===== src/rtl/mpwm_pkg.sv =====
// Constants for the motor PWM waveform unit and its mode timer
package mpwm_pkg;

  ////////////////////////////////////////////////////////////////////////////
  // Byte addresses
  localparam logic [15:0] A_MT_CTRL_LO  = 16'h1fa4;
  localparam logic [15:0] A_MT_CTRL_HI  = 16'h1fa5;
  localparam logic [15:0] A_MT_CAP_LO   = 16'h1fa6;
  localparam logic [15:0] A_MT_CAP_HI   = 16'h1fa7;
  localparam logic [15:0] A_MODE_COMPARE_ONE_LO     = 16'h1fa8;
  localparam logic [15:0] A_MODE_COMPARE_ONE_HI     = 16'h1fa9;
  localparam logic [15:0] A_MODE_COMPARE_TWO_LO     = 16'h1faa;
  localparam logic [15:0] A_MODE_COMPARE_TWO_HI     = 16'h1fab;
  localparam logic [15:0] A_MODE_COMPARE_THREE_LO     = 16'h1fac;
  localparam logic [15:0] A_MODE_COMPARE_THREE_HI     = 16'h1fad;
  localparam logic [15:0] A_PWM_CTRL_LO = 16'h1fae;
  localparam logic [15:0] A_PWM_CTRL_HI = 16'h1faf;
  localparam logic [15:0] A_OUT_LO      = 16'h1fb2;
  localparam logic [15:0] A_OUT_HI      = 16'h1fb3;
  localparam logic [15:0] A_PRD_LO      = 16'h1fb6;
  localparam logic [15:0] A_PRD_HI      = 16'h1fb7;
  localparam logic [15:0] A_DUTY_U_LO   = 16'h1fb8;
  localparam logic [15:0] A_DUTY_U_HI   = 16'h1fb9;
  localparam logic [15:0] A_DUTY_V_LO   = 16'h1fba;
  localparam logic [15:0] A_DUTY_V_HI   = 16'h1fbb;
  localparam logic [15:0] A_DUTY_W_LO   = 16'h1fbc;
  localparam logic [15:0] A_DUTY_W_HI   = 16'h1fbd;
  localparam logic [15:0] A_DEAD        = 16'h1fbe;

  ////////////////////////////////////////////////////////////////////////////
  // Field positions, mode timer control
  localparam int B_MT_EN      = 0;
  localparam int B_MT_RST_POS = 1;
  localparam int B_MT_RST_SW  = 2;
  localparam int B_MT_RST_OVL = 3;
  localparam int B_MT_RST_T3  = 4;
  localparam int B_MT_CLK_LSB = 5;
  localparam int B_CAP_POS    = 1;
  localparam int B_CAP_SW     = 2;
  localparam int B_CAP_OVL    = 3;
  localparam int B_OVF        = 5;
  localparam int B_DBG_EN     = 7;
  // Field positions, PWM control
  localparam int B_PWM_EN     = 0;
  localparam int B_PWM_MODE   = 1;
  localparam int B_DEC_LSB    = 2;
  localparam int B_POL_LO     = 4;
  localparam int B_POL_UP     = 5;
  localparam int B_DUTY_IND   = 6;
  localparam int B_HALF       = 7;
  // Field positions, phase output control
  localparam int B_SYNC_LSB   = 6;
  localparam int B_SEL_LSB    = 8;
  localparam int B_PSYNC      = 11;
  localparam int B_PAT_LSB    = 12;
  localparam int B_DIR        = 15;

  ////////////////////////////////////////////////////////////////////////////
  // Clock selection codes and prescaler shifts
  localparam logic [2:0] MT_CLK_8   = 3'h0;
  localparam logic [2:0] MT_CLK_16  = 3'h2;
  localparam logic [2:0] MT_CLK_32  = 3'h4;
  localparam logic [2:0] MT_CLK_64  = 3'h6;
  localparam logic [2:0] MT_CLK_128 = 3'h1;
  localparam logic [1:0] PW_CLK_2   = 2'h0;
  localparam logic [1:0] PW_CLK_8   = 2'h2;
  localparam logic [1:0] PW_CLK_16  = 2'h3;
  // Output synchronising sources
  localparam logic [1:0] SY_NOW     = 2'h0;
  localparam logic [1:0] SY_POS     = 2'h1;
  localparam logic [1:0] SY_T1      = 2'h2;
  localparam logic [1:0] SY_T2      = 2'h3;

  ////////////////////////////////////////////////////////////////////////////
  // Timing and reset values
  localparam int          DEAD_UNIT_CYC = 8;
  localparam logic [11:0] PRD_MIN       = 12'h010;
  localparam logic [11:0] PRD_RST       = 12'hfff;

endpackage : mpwm_pkg


===== src/rtl/mpwm_prescaler.sv =====
// Free-running divider giving a one-cycle tick every 2**shift clocks
`timescale 1ns/10ps
module mpwm_prescaler #(
  parameter int W = 7
) (
  // Clock and reset
  input  wire logic         CLK,
  input  wire logic         RESETN,
  // Division select
  input  wire logic [2:0]   SHIFT,
  input  wire logic         VALID,
  // Tick out
  output      logic         TICK
);
  import mpwm_pkg::*;

  // Refuse widths the divider cannot serve
  if (W < 1 || W > 7)
  begin : g_bad_w
    $error("mpwm_prescaler: W must be 1 to 7");
  end

  typedef struct packed {
    logic [W-1:0] cnt;
  } mpwm_ps_t;

  mpwm_ps_t q;
  mpwm_ps_t d;
  logic [W-1:0] mask;

  // Mask of the low bits that must all be one
  assign mask = W'((8'h01 << SHIFT) - 8'h01);
  assign TICK = VALID && ((q.cnt & mask) == mask);

  // Next count
  always_comb
  begin
    d     = q;
    d.cnt = q.cnt + 1'b1;
  end

  // State register
  always_ff @(posedge CLK or negedge RESETN)
  begin
    if (!RESETN)
      q <= '0;
    else
      q <= d;
  end

endmodule : mpwm_prescaler


===== src/rtl/mpwm_top.sv =====
// Motor PWM waveform unit with mode timer and register port
`timescale 1ns/10ps
module mpwm_top #(
  parameter int PW = 12
) (
  // Clock and reset
  input  wire logic         CLK,
  input  wire logic         RESETN,
  // Register port
  input  wire logic [15:0]  ADDR,
  input  wire logic [7:0]   WDATA,
  input  wire logic         WR,
  input  wire logic         RD,
  output      logic [7:0]   RDATA,
  // Events from neighbouring blocks
  input  wire logic         POS_DETECT,
  input  wire logic         OVERLOAD,
  input  wire logic         TIMER1_EVT,
  input  wire logic         TIMER2_EVT,
  input  wire logic         TIMER3_EVT,
  // Gate driver outputs, index 0 U, 1 V, 2 W
  output      logic [2:0]   PHASE_UPPER,
  output      logic [2:0]   PHASE_LOWER,
  // PWM interrupt request
  output      logic         PWM_INT,
  // Debug port pin
  output      logic         DEBUG_PORT_PIN,
  output      logic         DEBUG_PORT_OE
);
  import mpwm_pkg::*;

  if (PW < 8 || PW > 16)
  begin : g_bad_pw
    $error("mpwm_top: PW must be 8 to 16");
  end

  ////////////////////////////////////////////////////////////////////////////
  // State
  typedef struct packed {
    logic [7:0]          mt_lo;
    logic [7:0]          mt_hi;
    logic [15:0]         mcnt;
    logic [15:0]         mode_timer_capture;
    logic                ovf;
    logic [15:0]         mode_compare_one;
    logic [15:0]         mode_compare_two;
    logic [15:0]         mode_compare_three;
    logic [7:0]          pw_lo;
    logic [7:0]          pw_hi;
    logic [15:0]         out_sh;
    logic [15:0]         out_act;
    logic                pend;
    logic [5:0]          dead;
    logic [PW-1:0]       prd;
    logic [2:0][PW-1:0]  duty;
    logic [PW-1:0]       pcnt;
    logic                dir;
    logic [2:0]          dec;
    logic [2:0]          raw;
    logic [2:0][8:0]     dcnt;
    logic [2:0]          up_n;
    logic [2:0]          lo_n;
    logic                pwm_interrupt_decimation;
    logic                dbg;
    logic [7:0]          rdata;
  } mpwm_st_t;

  mpwm_st_t q;
  mpwm_st_t d;

  logic [2:0]    mt_shift;
  logic          mt_valid;
  logic [2:0]    pw_shift;
  logic          pw_valid;
  logic          mt_tick;
  logic          pw_tick;

  ////////////////////////////////////////////////////////////////////////////
  // Clock selection decode
  always_comb
  begin
    mt_valid = 1'b1;
    case (q.mt_lo[B_MT_CLK_LSB +: 3])
      MT_CLK_8:   mt_shift = 3'h3;
      MT_CLK_16:  mt_shift = 3'h4;
      MT_CLK_32:  mt_shift = 3'h5;
      MT_CLK_64:  mt_shift = 3'h6;
      MT_CLK_128: mt_shift = 3'h7;
      default:
      begin
        mt_shift = 3'h3;
        mt_valid = 1'b0;  // Reserved codes hold the timer
      end
    endcase
    pw_valid = 1'b1;
    case (q.pw_hi[1:0])
      PW_CLK_2:  pw_shift = 3'h1;
      PW_CLK_8:  pw_shift = 3'h3;
      PW_CLK_16: pw_shift = 3'h4;
      default:
      begin
        pw_shift = 3'h1;
        pw_valid = 1'b0;
      end
    endcase
  end

  // Mode timer prescaler
  mpwm_prescaler #(.W(7)) u_mt_ps (
    .CLK    (CLK),
    .RESETN (RESETN),
    .SHIFT  (mt_shift),
    .VALID  (mt_valid),
    .TICK   (mt_tick)
  );

  // PWM counter prescaler
  mpwm_prescaler #(.W(7)) u_pw_ps (
    .CLK    (CLK),
    .RESETN (RESETN),
    .SHIFT  (pw_shift),
    .VALID  (pw_valid),
    .TICK   (pw_tick)
  );

  ////////////////////////////////////////////////////////////////////////////
  // Next state
  always_comb
  begin
    logic          sw_rst, sw_cap, clr, cap, run;
    logic          per_evt, half_evt, sync_evt, wu, wl, au, al;
    logic [2:0]    lim;
    logic [2:0]    raw;
    logic [PW-1:0] dsel;
    {sw_rst, sw_cap, clr, cap, run} = '0;
    {per_evt, half_evt, sync_evt, wu, wl, au, al} = '0;
    lim      = 3'h0;
    raw      = 3'h0;
    dsel     = '0;
    d        = q;
    d.pwm_interrupt_decimation   = 1'b0;
    d.rdata  = 8'h00;

    // Register writes; command bits are not stored
    if (WR)
    begin
      case (ADDR)
        A_MT_CTRL_LO:
        begin
          d.mt_lo = WDATA & ~(8'h01 << B_MT_RST_SW);
          sw_rst  = WDATA[B_MT_RST_SW];
        end
        A_MT_CTRL_HI:
        begin
          d.mt_hi = WDATA & 8'h8a;
          sw_cap  = WDATA[B_CAP_SW];
        end
        A_MODE_COMPARE_ONE_LO:     d.mode_compare_one[7:0]   = WDATA;
        A_MODE_COMPARE_ONE_HI:     d.mode_compare_one[15:8]  = WDATA;
        A_MODE_COMPARE_TWO_LO:     d.mode_compare_two[7:0]   = WDATA;
        A_MODE_COMPARE_TWO_HI:     d.mode_compare_two[15:8]  = WDATA;
        A_MODE_COMPARE_THREE_LO:     d.mode_compare_three[7:0]   = WDATA;
        A_MODE_COMPARE_THREE_HI:     d.mode_compare_three[15:8]  = WDATA;
        A_PWM_CTRL_LO: d.pw_lo       = WDATA;
        A_PWM_CTRL_HI: d.pw_hi       = WDATA & 8'h03;
        A_OUT_LO:      d.out_sh[7:0] = WDATA;
        A_OUT_HI:      d.out_sh[15:8] = WDATA & 8'h7f;
        A_PRD_LO:      d.prd = PW'({q.prd, 8'h00} >> 8) & ~PW'(8'hff) | PW'(WDATA);
        A_PRD_HI:      d.prd = PW'({WDATA, q.prd[7:0]});
        A_DUTY_U_LO:   d.duty[0] = (q.duty[0] & ~PW'(8'hff)) | PW'(WDATA);
        A_DUTY_U_HI:   d.duty[0] = PW'({WDATA, q.duty[0][7:0]});
        A_DUTY_V_LO:   d.duty[1] = (q.duty[1] & ~PW'(8'hff)) | PW'(WDATA);
        A_DUTY_V_HI:   d.duty[1] = PW'({WDATA, q.duty[1][7:0]});
        A_DUTY_W_LO:   d.duty[2] = (q.duty[2] & ~PW'(8'hff)) | PW'(WDATA);
        A_DUTY_W_HI:   d.duty[2] = PW'({WDATA, q.duty[2][7:0]});
        A_DEAD:        d.dead = WDATA[5:0];
        default:       d.dead = q.dead;
      endcase
    end

    // Mode timer clear and capture sources
    clr = sw_rst
        | (TIMER3_EVT & q.mt_lo[B_MT_RST_T3])
        | (OVERLOAD   & q.mt_lo[B_MT_RST_OVL])
        | (POS_DETECT & q.mt_lo[B_MT_RST_POS]);
    cap = sw_cap
        | (OVERLOAD   & q.mt_hi[B_CAP_OVL])
        | (POS_DETECT & q.mt_hi[B_CAP_POS]);

    // Capture copies the count as it stands
    if (cap)
      d.mode_timer_capture = q.mcnt;

    // Overflow flag clears on read of the high control byte
    if (RD && ADDR == A_MT_CTRL_HI)
      d.ovf = 1'b0;

    // Mode timer count; overflow set wins over read clear
    if (clr)
      d.mcnt = 16'h0000;
    else if (q.mt_lo[B_MT_EN] && mt_tick)
    begin
      d.mcnt = q.mcnt + 16'h0001;
      if (q.mcnt == 16'hffff)
        d.ovf = 1'b1;
    end

    // PWM counter, sawtooth or triangle
    run = q.pw_lo[B_PWM_EN];
    if (!run)
    begin
      d.pcnt = '0;
      d.dir  = 1'b0;
      d.dec  = 3'h0;
    end
    else if (pw_tick)
    begin
      if (!q.pw_lo[B_PWM_MODE])
      begin
        // Edge-aligned: count 0 .. period-1 then wrap
        if (q.pcnt >= q.prd - 1'b1)
        begin
          d.pcnt  = '0;
          per_evt = 1'b1;
        end
        else
        begin
          d.pcnt   = q.pcnt + 1'b1;
          half_evt = (q.pcnt == (q.prd >> 1) - 1'b1);
        end
      end
      else if (!q.dir)
      begin
        // Centre-aligned: count up to period then turn
        if (q.pcnt >= q.prd)
        begin
          d.dir    = 1'b1;
          d.pcnt   = q.pcnt - 1'b1;
          half_evt = 1'b1;
        end
        else
          d.pcnt = q.pcnt + 1'b1;
      end
      else if (q.pcnt == '0)
      begin
        d.dir   = 1'b0;
        d.pcnt  = q.pcnt + 1'b1;
        per_evt = 1'b1;
      end
      else
        d.pcnt = q.pcnt - 1'b1;
    end

    // Interrupt decimation and half-period request
    lim = 3'((4'h1 << q.pw_lo[B_DEC_LSB +: 2]) - 4'h1);
    if (q.pw_lo[B_HALF] && q.pw_lo[B_DEC_LSB +: 2] == 2'h0)
      d.pwm_interrupt_decimation = per_evt | half_evt;
    else if (per_evt)
    begin
      if (q.dec >= lim)
      begin
        d.dec  = 3'h0;
        d.pwm_interrupt_decimation = 1'b1;
      end
      else
        d.dec = q.dec + 3'h1;
    end

    // Output control update moment
    case (q.out_sh[B_SYNC_LSB +: 2])
      SY_NOW:  sync_evt = 1'b1;
      SY_POS:  sync_evt = POS_DETECT;
      SY_T1:   sync_evt = TIMER1_EVT;
      SY_T2:   sync_evt = TIMER2_EVT;
      default: sync_evt = 1'b0;
    endcase
    if (sync_evt)
      d.pend = 1'b1;
    if (q.pend && (!q.out_sh[B_PSYNC] || per_evt))
    begin
      d.out_act = q.out_sh;
      d.pend    = sync_evt;
    end
    if (WR && (ADDR == A_OUT_LO || ADDR == A_OUT_HI))
      d.pend = 1'b0;  // New settings wait for a fresh sync event

    // Per-phase duty, dead time and output drive
    for (int i = 0; i < 3; i++)
    begin
      dsel   = q.pw_lo[B_DUTY_IND] ? q.duty[i] : q.duty[0];
      raw[i] = run && (q.pcnt < dsel);
      if (raw[i] != q.raw[i])
        d.dcnt[i] = 9'(q.dead * DEAD_UNIT_CYC);
      else if (q.dcnt[i] != 9'h000)
        d.dcnt[i] = q.dcnt[i] - 9'h001;
      d.raw[i] = raw[i];
      wu = q.raw[i] && q.dcnt[i] == 9'h000;
      wl = !q.raw[i] && q.dcnt[i] == 9'h000;
      if (q.out_act[B_SEL_LSB + i])
      begin
        au = run && wu && q.out_act[2*i+1];
        al = run && wl && q.out_act[2*i];
      end
      else
      begin
        au = run && q.out_act[2*i+1];
        al = run && q.out_act[2*i];
      end
      // Stored inverted so that reset leaves pins at the idle level
      d.up_n[i] = ~(q.pw_lo[B_POL_UP] ? au : ~au);
      d.lo_n[i] = ~(q.pw_lo[B_POL_LO] ? al : ~al);
    end

    // Debug signal: raw U-phase waveform
    d.dbg = q.raw[0];

    // Read data, valid the cycle after the strobe
    if (RD)
    begin
      case (ADDR)
        A_MT_CTRL_LO:  d.rdata = q.mt_lo;
        A_MT_CTRL_HI:  d.rdata = q.mt_hi | (8'(q.ovf) << B_OVF);
        A_MT_CAP_LO:   d.rdata = q.mode_timer_capture[7:0];
        A_MT_CAP_HI:   d.rdata = q.mode_timer_capture[15:8];
        A_MODE_COMPARE_ONE_LO:     d.rdata = q.mode_compare_one[7:0];
        A_MODE_COMPARE_ONE_HI:     d.rdata = q.mode_compare_one[15:8];
        A_MODE_COMPARE_TWO_LO:     d.rdata = q.mode_compare_two[7:0];
        A_MODE_COMPARE_TWO_HI:     d.rdata = q.mode_compare_two[15:8];
        A_MODE_COMPARE_THREE_LO:     d.rdata = q.mode_compare_three[7:0];
        A_MODE_COMPARE_THREE_HI:     d.rdata = q.mode_compare_three[15:8];
        A_PWM_CTRL_LO: d.rdata = q.pw_lo;
        A_PWM_CTRL_HI: d.rdata = q.pw_hi;
        A_OUT_LO:      d.rdata = q.out_sh[7:0];
        A_OUT_HI:      d.rdata = {q.dir, q.out_sh[14:8]};
        A_PRD_LO:      d.rdata = q.prd[7:0];
        A_PRD_HI:      d.rdata = 8'(q.prd >> 8);
        A_DUTY_U_LO:   d.rdata = q.duty[0][7:0];
        A_DUTY_U_HI:   d.rdata = 8'(q.duty[0] >> 8);
        A_DUTY_V_LO:   d.rdata = q.duty[1][7:0];
        A_DUTY_V_HI:   d.rdata = 8'(q.duty[1] >> 8);
        A_DUTY_W_LO:   d.rdata = q.duty[2][7:0];
        A_DUTY_W_HI:   d.rdata = 8'(q.duty[2] >> 8);
        A_DEAD:        d.rdata = {2'h0, q.dead};
        default:       d.rdata = 8'h00;
      endcase
    end
  end

  ////////////////////////////////////////////////////////////////////////////
  // State register
  always_ff @(posedge CLK or negedge RESETN)
  begin
    if (!RESETN)
    begin
      q     <= '0;
      q.prd <= PW'(PRD_RST);
    end
    else
      q <= d;
  end

  ////////////////////////////////////////////////////////////////////////////
  // Outputs
  assign RDATA          = q.rdata;
  assign PHASE_UPPER    = ~q.up_n;
  assign PHASE_LOWER    = ~q.lo_n;
  assign PWM_INT        = q.pwm_interrupt_decimation;
  assign DEBUG_PORT_PIN = q.dbg & q.mt_hi[B_DBG_EN];
  assign DEBUG_PORT_OE  = q.mt_hi[B_DBG_EN];

endmodule : mpwm_top

===== config.mk =====
export PLATFORM = sky130hd
export DESIGN_NAME = mpwm_top
export DESIGN_NICKNAME = d
export VERILOG_FILES = /design/src/rtl/mpwm_pkg.sv /design/src/rtl/mpwm_prescaler.sv /design/src/rtl/mpwm_top.sv
export SDC_FILE = /design/constraint.sdc
export NUM_CORES = 1
export LEC_CHECK = 0
export BUFFER_PORTS_ARGS = -buffer_cell sky130_fd_sc_hd__clkbuf_2
export CAP_MARGIN = 20
export CORE_MARGIN = 1.5
export CORE_UTILIZATION = 63
export DETAILED_ROUTE_END_ITERATION = 6
export PLACE_DENSITY = 0.81
export SLEW_MARGIN = 20
export SYNTH_ARGS = -nofsm -noshare
export SYNTH_HDL_FRONTEND = slang
export SYNTH_SLANG_ARGS = --single-unit

===== constraint.sdc =====
create_clock -name CLK -period 4.95 [get_ports CLK]
set_clock_uncertainty 0.2 [all_clocks]
set_input_delay 0.2475 -clock CLK [delete_from_list [all_inputs] [get_ports CLK]]
set_output_delay 0.2475 -clock CLK [all_outputs]
set_load 0.05 [all_outputs]

### After elaboration in Yosys (flattened, before gate mapping)

Index checks and enable logic that the tools add are counted.

* add/sub/neg operators: 14
* magnitude comparators: 6
* equality and inequality tests: 41
* shifts and indexed selects: 3
* multiplexer cells: 72
* bitwise operators: 37
* reduce and logical (&&, ||, !) cells: 84

Operator list (number)
* 16-bit by 13-bit equality test with 1-bit output (second input constant): 23
* 8-bit case mux with 23 select lines: 1
* 12-bit case mux with 2 select lines: 4
* 12-bit 2-to-1 mux: 6
* 9-bit 2-to-1 mux: 6
* 12-bit by 8-bit OR with 12-bit output: 4
* 1-bit 2-to-1 mux: 42
* 13-bit 2-to-1 mux: 3
* 12-bit less-than comparator: 3
* 2-bit AND reduction: 18
* 1-bit logical AND: 34
* 16-bit 2-to-1 mux: 2
* 9-bit logical NOT: 3
* 9-bit nonzero test: 3
* 9-bit by 1-bit subtractor with 9-bit output (second input constant): 3
* 12-bit >= comparator: 2
* 12-bit by 1-bit subtractor with 12-bit output (second input constant): 2
* 16-bit by 1-bit adder with 16-bit output (second input constant): 1
* 16-bit equality test (second input constant): 1
* 1-bit NOT: 16
* 2-bit nonzero test: 8
* 7-bit by 1-bit adder with 7-bit output (second input constant): 2
* 7-bit bitwise AND: 2
* 7-bit equality test: 2
* 34 further kinds: 66

* bits in registers: 258
* input port bits: 33
* output and inout bits: 17
* word-level logic and storage cells: 297

### Longest topological paths before layout

* depth after elaboration: 13
* gate-level depth with buffers: 15
* mapped depth without buffers: 14

### Modules after synthesis

A second synthesis with hierarchy kept.

* cell total of the unflattened synthesis: 1369
* area total of the unflattened synthesis: 14448.9 um2

Modules (own cells, without submodules)
* mpwm_top: instances 1, cells an instance 1311, area each 13808.2 um2, sequential area each 6070.8 um2
* mpwm_prescaler: instances 2, cells an instance 29, area each 320.3 um2, sequential area each 175.2 um2

### Worst setup path after synthesis

Ideal clock, no wire load.

* path kind: flip-flop to flip-flop
* start point: register q[99] (netlist bit)
* end point: register q[48] (netlist bit)
* setup time: 0.083 ns
* arrival: 3.585 ns
* slack: 1.082 ns
* stages on the path, launching flop included: 15
* cells stage by stage: dfstp_2 inv_1 ha_1 nor2b_1 nand4_1 nor4_1 xnor2_1 ha_1 nand4_1 or2_2 or4_1 and4_4 nor3b_4 mux2_2 o21ai_0

RTL lines
* from (decl): RTL line mpwm_top.sv:68 `mpwm_st_t q;`

==> results by group <==
Status
  – Run status: complete, but fails checks
  – Failing checks: DRC

Setup path
  – Worst EP required: 5220 ps
  – Cells along the critical path: inv_1 > ha_1 > nor2b_1 > nand4_1 > nor4_1 > xnor2_1 > ha_1 > nand4_1 > or2_2 > or4_1 > and4_4 > nor3b_4 > mux2_2 > o21ai_0
  – R2R Setup Slk: roughly 700 ps
  – Beginning of the worst register-to-register path: q[99]
  – Crit Path Category: flip-flop to flip-flop
  – Critical path peak fanout: 7
  – Critical path's largest stage delay: ~560 ps
  – FF-to-FF path depth: 14
  – CP delay by family, top: simple AND/OR/NAND/NOR gates
  – Setup crit start kind: flip-flop
  – Slowest-stage cell, CP: or4_1
  – CP Capture Type: flip-flop
  – Worst Path Buf+Inv: 1
  – Crit path DAT: 4520 ps
  – Capture point of the worst reg-to-reg path: q[48]
  – Instance count on the critical path: 14

Place
  – DP HPWL: 27900 um
  – Port buffer count: between 40 and 50
  – Routability Congestion: around 1

Finish
  – Multi-input logic area: between 0.007 and 0.008 mm2
  – Share of cells above drive strength 1: 0.224
  – Area Growth Syn to Fin: 9.93%
  – ANT cells: 0
  – Fillers: ~1600
  – Final net count: between 1000 and 1500
  – FF+latch area: roughly 0.0063 mm2

Synth
  – Avg Inst Size Synth: 10.5 um2
  – Yosys top cell area share: 0.425
  – #FFs+latches synth: approximately 250
  – Post-synthesis async set-or-reset flop share: 1.00
  – Synth warn: 0
  – Top_reg_cell synth: dfrtp_1
  – Synth area leaders: dfrtp_1 42%, mux2_2 13%, ha_1 6.5%, nand2_1 3.1%, xnor2_1 2.8%
  – Synth area leader: dfrtp_1
  – Sequential area share after synthesis: 0.447
  – Synth Cell Area: 0.0142 mm2
  – Post-synth cell types: 81
  – Post-synth EDFFs: 0
  – Syn_nets: around 1500
  – Cells after Synth: 1356

Clocking
  – Maximum clock insertion buffer count: 3
  – Worst-Skew Late Latency: 560 ps
  – CTS root buf: clkbuf_16
  – H-tree depth: 1
  – CTS tree: built
  – CTS resizes: 0
  – Total CTS buffers: 27
  – CTS sink cnt: between 200 and 300
  – Clk slew on worst S/H paths: around 60 ps

Power
  – Peak supply drop: ~0.3 mV
  – Leak: roughly 7.4 nW
  – Total power divided by cell area: between 300 and 400 mW/mm2

STA
  – Final Max Slew Viols: 0
  – # setup viols final: 0
  – Final setup TNS: 0 ps
  – Tmin final: 4250 ps
  – RSZ-0062 raised after global routing: false
  – Crit share post-route: 0.858
  – Achievable Freq: 235 MHz
  – Fin Hold WS: approximately 18 ps
  – Max-Slew Margin vs Limit: 0.325
  – Slew @ Worst Pin: between 1000 and 1500 ps
  – Hold Vio Cnt, Final: 0

Drt
  – Final WL: 39700 um
  – Pre-antenna DRT Iters: 7
  – Via Count: 11300
  – DR vias/cell: ~6.7
  – Average wire length per cell after detail routing: around 23 um
  – Initial DRC count: around 1100
  – Residual DRC: 10
  – Post-route ant nets: 0

Die
  – Core area: roughly 0.022 mm2
  – Placement Rows: 54
  – Die height: about 150 um
  – Io pins: 50
  – Die Area: between 0.02 and 0.025 mm2
  – Initial Util: 0.646
  – DIE WIDTH: roughly 150 um

Job
  – Number of max-cap violations: 0

Global routing
  – Pin count of the biggest net entering global routing: between 100 and 150
  – Initial antenna violation count: 0
  – Vias in the first global route: between 10000 and 15000
  – Tot GR Track Use: 0.344
  – GRT Residual Overflow: 0
  – First-pass GRT wire length: approximately 63000 um

Worst hold path
  – Worst min-delay path startpoint: WDATA[6]
  – Hold EP: q[104]
  – Worst hold stages: 3
  – Tightest Hold Check Type: primary input to flip-flop
## cells in the mapped netlist, drive strengths merged, types with 3 or more instances
cell type and number:
o31ai 8, ha 74, a21o 12, nor4 6, buf 22, nand2b 12
nor4b 4, a221oi 15, o211ai 4, a211oi 5, nor3b 4, nor2 102
nand2 121, clkbuf 34, dfrtp 241, a21oi 53, or2 4, mux2i 14
dfstp 12, a22o 7, and4 7, mux2 159, nor4bb 3, a222oi 16
a41oi 4, o21ai 69, and2 12, o22ai 4, or3 9, or4 4
xor2 24, and3 15, inv 54, a31oi 9, nand3b 7, nor3 34
o31a 3, nand4 30, nor2b 9, a22oi 25, nand3 35, xnor2 45
o2111ai 3
## stage by stage
| stage | instances | util | area, um2 | setup WS, ps | power, mW |
|---|---|---|---|---|---|
| 6_report | 1692 | 0.711 | 15600 | 702 | 4.78 |
| 5_1_grt | 1692 | 0.711 | 15600 | 393 | 4.94 |
| 4_1_cts | 1692 | 0.710 | 15600 | 730 | 4.79 |
| 3_5_place_dp | 1639 | 0.664 | 14600 | 751 | 2.61 |
| 3_3_place_gp | 1639 | 0.664 | 14600 | 854 | 2.60 |
| 2_1_floorplan | 1356 | - | 14200 | 1080 | 2.48 |
## worst register-to-register path, cell delays in order, from the launching register on
cell,delay [ps]
dfstp_2,390
inv_1,140
ha_1,230
nor2b_1,370
nand4_1,170
nor4_1,250
xnor2_1,110
ha_1,300
nand4_1,160
or2_2,320
or4_1,560
and4_4,240
nor3b_4,270
mux2_2,380
o21ai_0,70
## worst max path at each step
stage	slack, ps	endpoint	startpoint
4_1_cts	730	q[48]	q[99]
5_1_grt	390	q[48]	q[99]
2_1_floorplan	1080	q[48]	q[99]
3_5_place_dp	750	q[48]	q[99]
6_report	700	q[48]	q[99]
3_3_place_gp	850	q[48]	q[99]
## layout by cell type (no fill, tap or decap), types with 5 or more instances in the layout
master / netlist / routed
a22oi_1: 25 / 25
mux2_2: 159 / 159
or3_1: 9 / 9
clkbuf_2: 0 / 48
a222oi_1: 16 / 16
nand2b_1: 12 / 12
ha_1: 74 / 74
inv_1: 54 / 54
nor3_2: 6 / 7
a22o_1: 7 / 7
nand2_1: 119 / 119
and2_1: 11 / 11
nor4_1: 5 / 5
nor2b_1: 9 / 9
clkbuf_8: 3 / 7
a21o_1: 11 / 11
o21ai_0: 67 / 67
xnor2_1: 45 / 45
nand3b_1: 7 / 7
buf_4: 10 / 10
a211oi_1: 5 / 5
nor3_1: 28 / 27
nand4_1: 30 / 30
clkinv_2: 0 / 7
a31oi_1: 9 / 8
dfstp_2: 12 / 12
a221oi_1: 15 / 15
and4_1: 6 / 6
o31ai_1: 8 / 8
mux2i_1: 14 / 14
nor2_1: 100 / 100
clkbuf_16: 0 / 27
dfrtp_1: 241 / 241
xor2_1: 23 / 23
and3_1: 12 / 12
nand3_1: 34 / 34
a21oi_1: 53 / 53
## kinds of logic (layout without fill, tap and decap cells)
logic type,Yosys count,count (layout),share of synthesized area
flip-flops,253,253,0.447
AND/OR/NAND/NOR,425,425,0.154
adder cells (fa/ha/maj),74,74,0.0652
buffers and inverters,110,166,0.0352
AO/OA/AOI/OAI,252,252,0.119
XOR/XNOR,69,69,0.0431
multiplexers,173,173,0.136
## sequential cells by signal, summed over array words and instances, names as in the netlist
name	flops
DEBUG_PORT_OE	1
PWM_INT	1
q	231
RDATA	8
u_pw_ps.q	4
u_mt_ps.q	7
d	1
## timing repair
| item | 4_1_cts | 5_1_grt |
|---|---|---|
| endpoints found under the hold margin | 110 | 0 |
| hold buffers | 3 | 0 |
| setup buffers | 0 | 0 |
## routing by layer
metal  vias up  part of all wire  GRT usage
met5         -                 0          0
met4         0             0.052      0.162
li1       5002                 -          -
met2       597              0.46      0.543
met1      5556              0.40      0.450
met3       140             0.095     0.0808
## power breakdown
group	leakage (nW)	internal [mW]	switching [mW]	total (mW)
sequential	3.38	2.10	0.0181	2.12
clock	0.479	1.32	0.879	2.20
combinational	3.56	0.202	0.270	0.472
## cell type report
class | count | area share
Multi-Input combinational cell | 993 | 0.473
Sequential cell | 253 | 0.407
Clock buffer | 36 | 0.0500
Timing Repair Buffer | 62 | 0.0231
Tap cell | 280 | 0.0225
Inverter | 54 | 0.0130
Clock inverter | 14 | 0.0122
(Power assumes the default switching activity.)
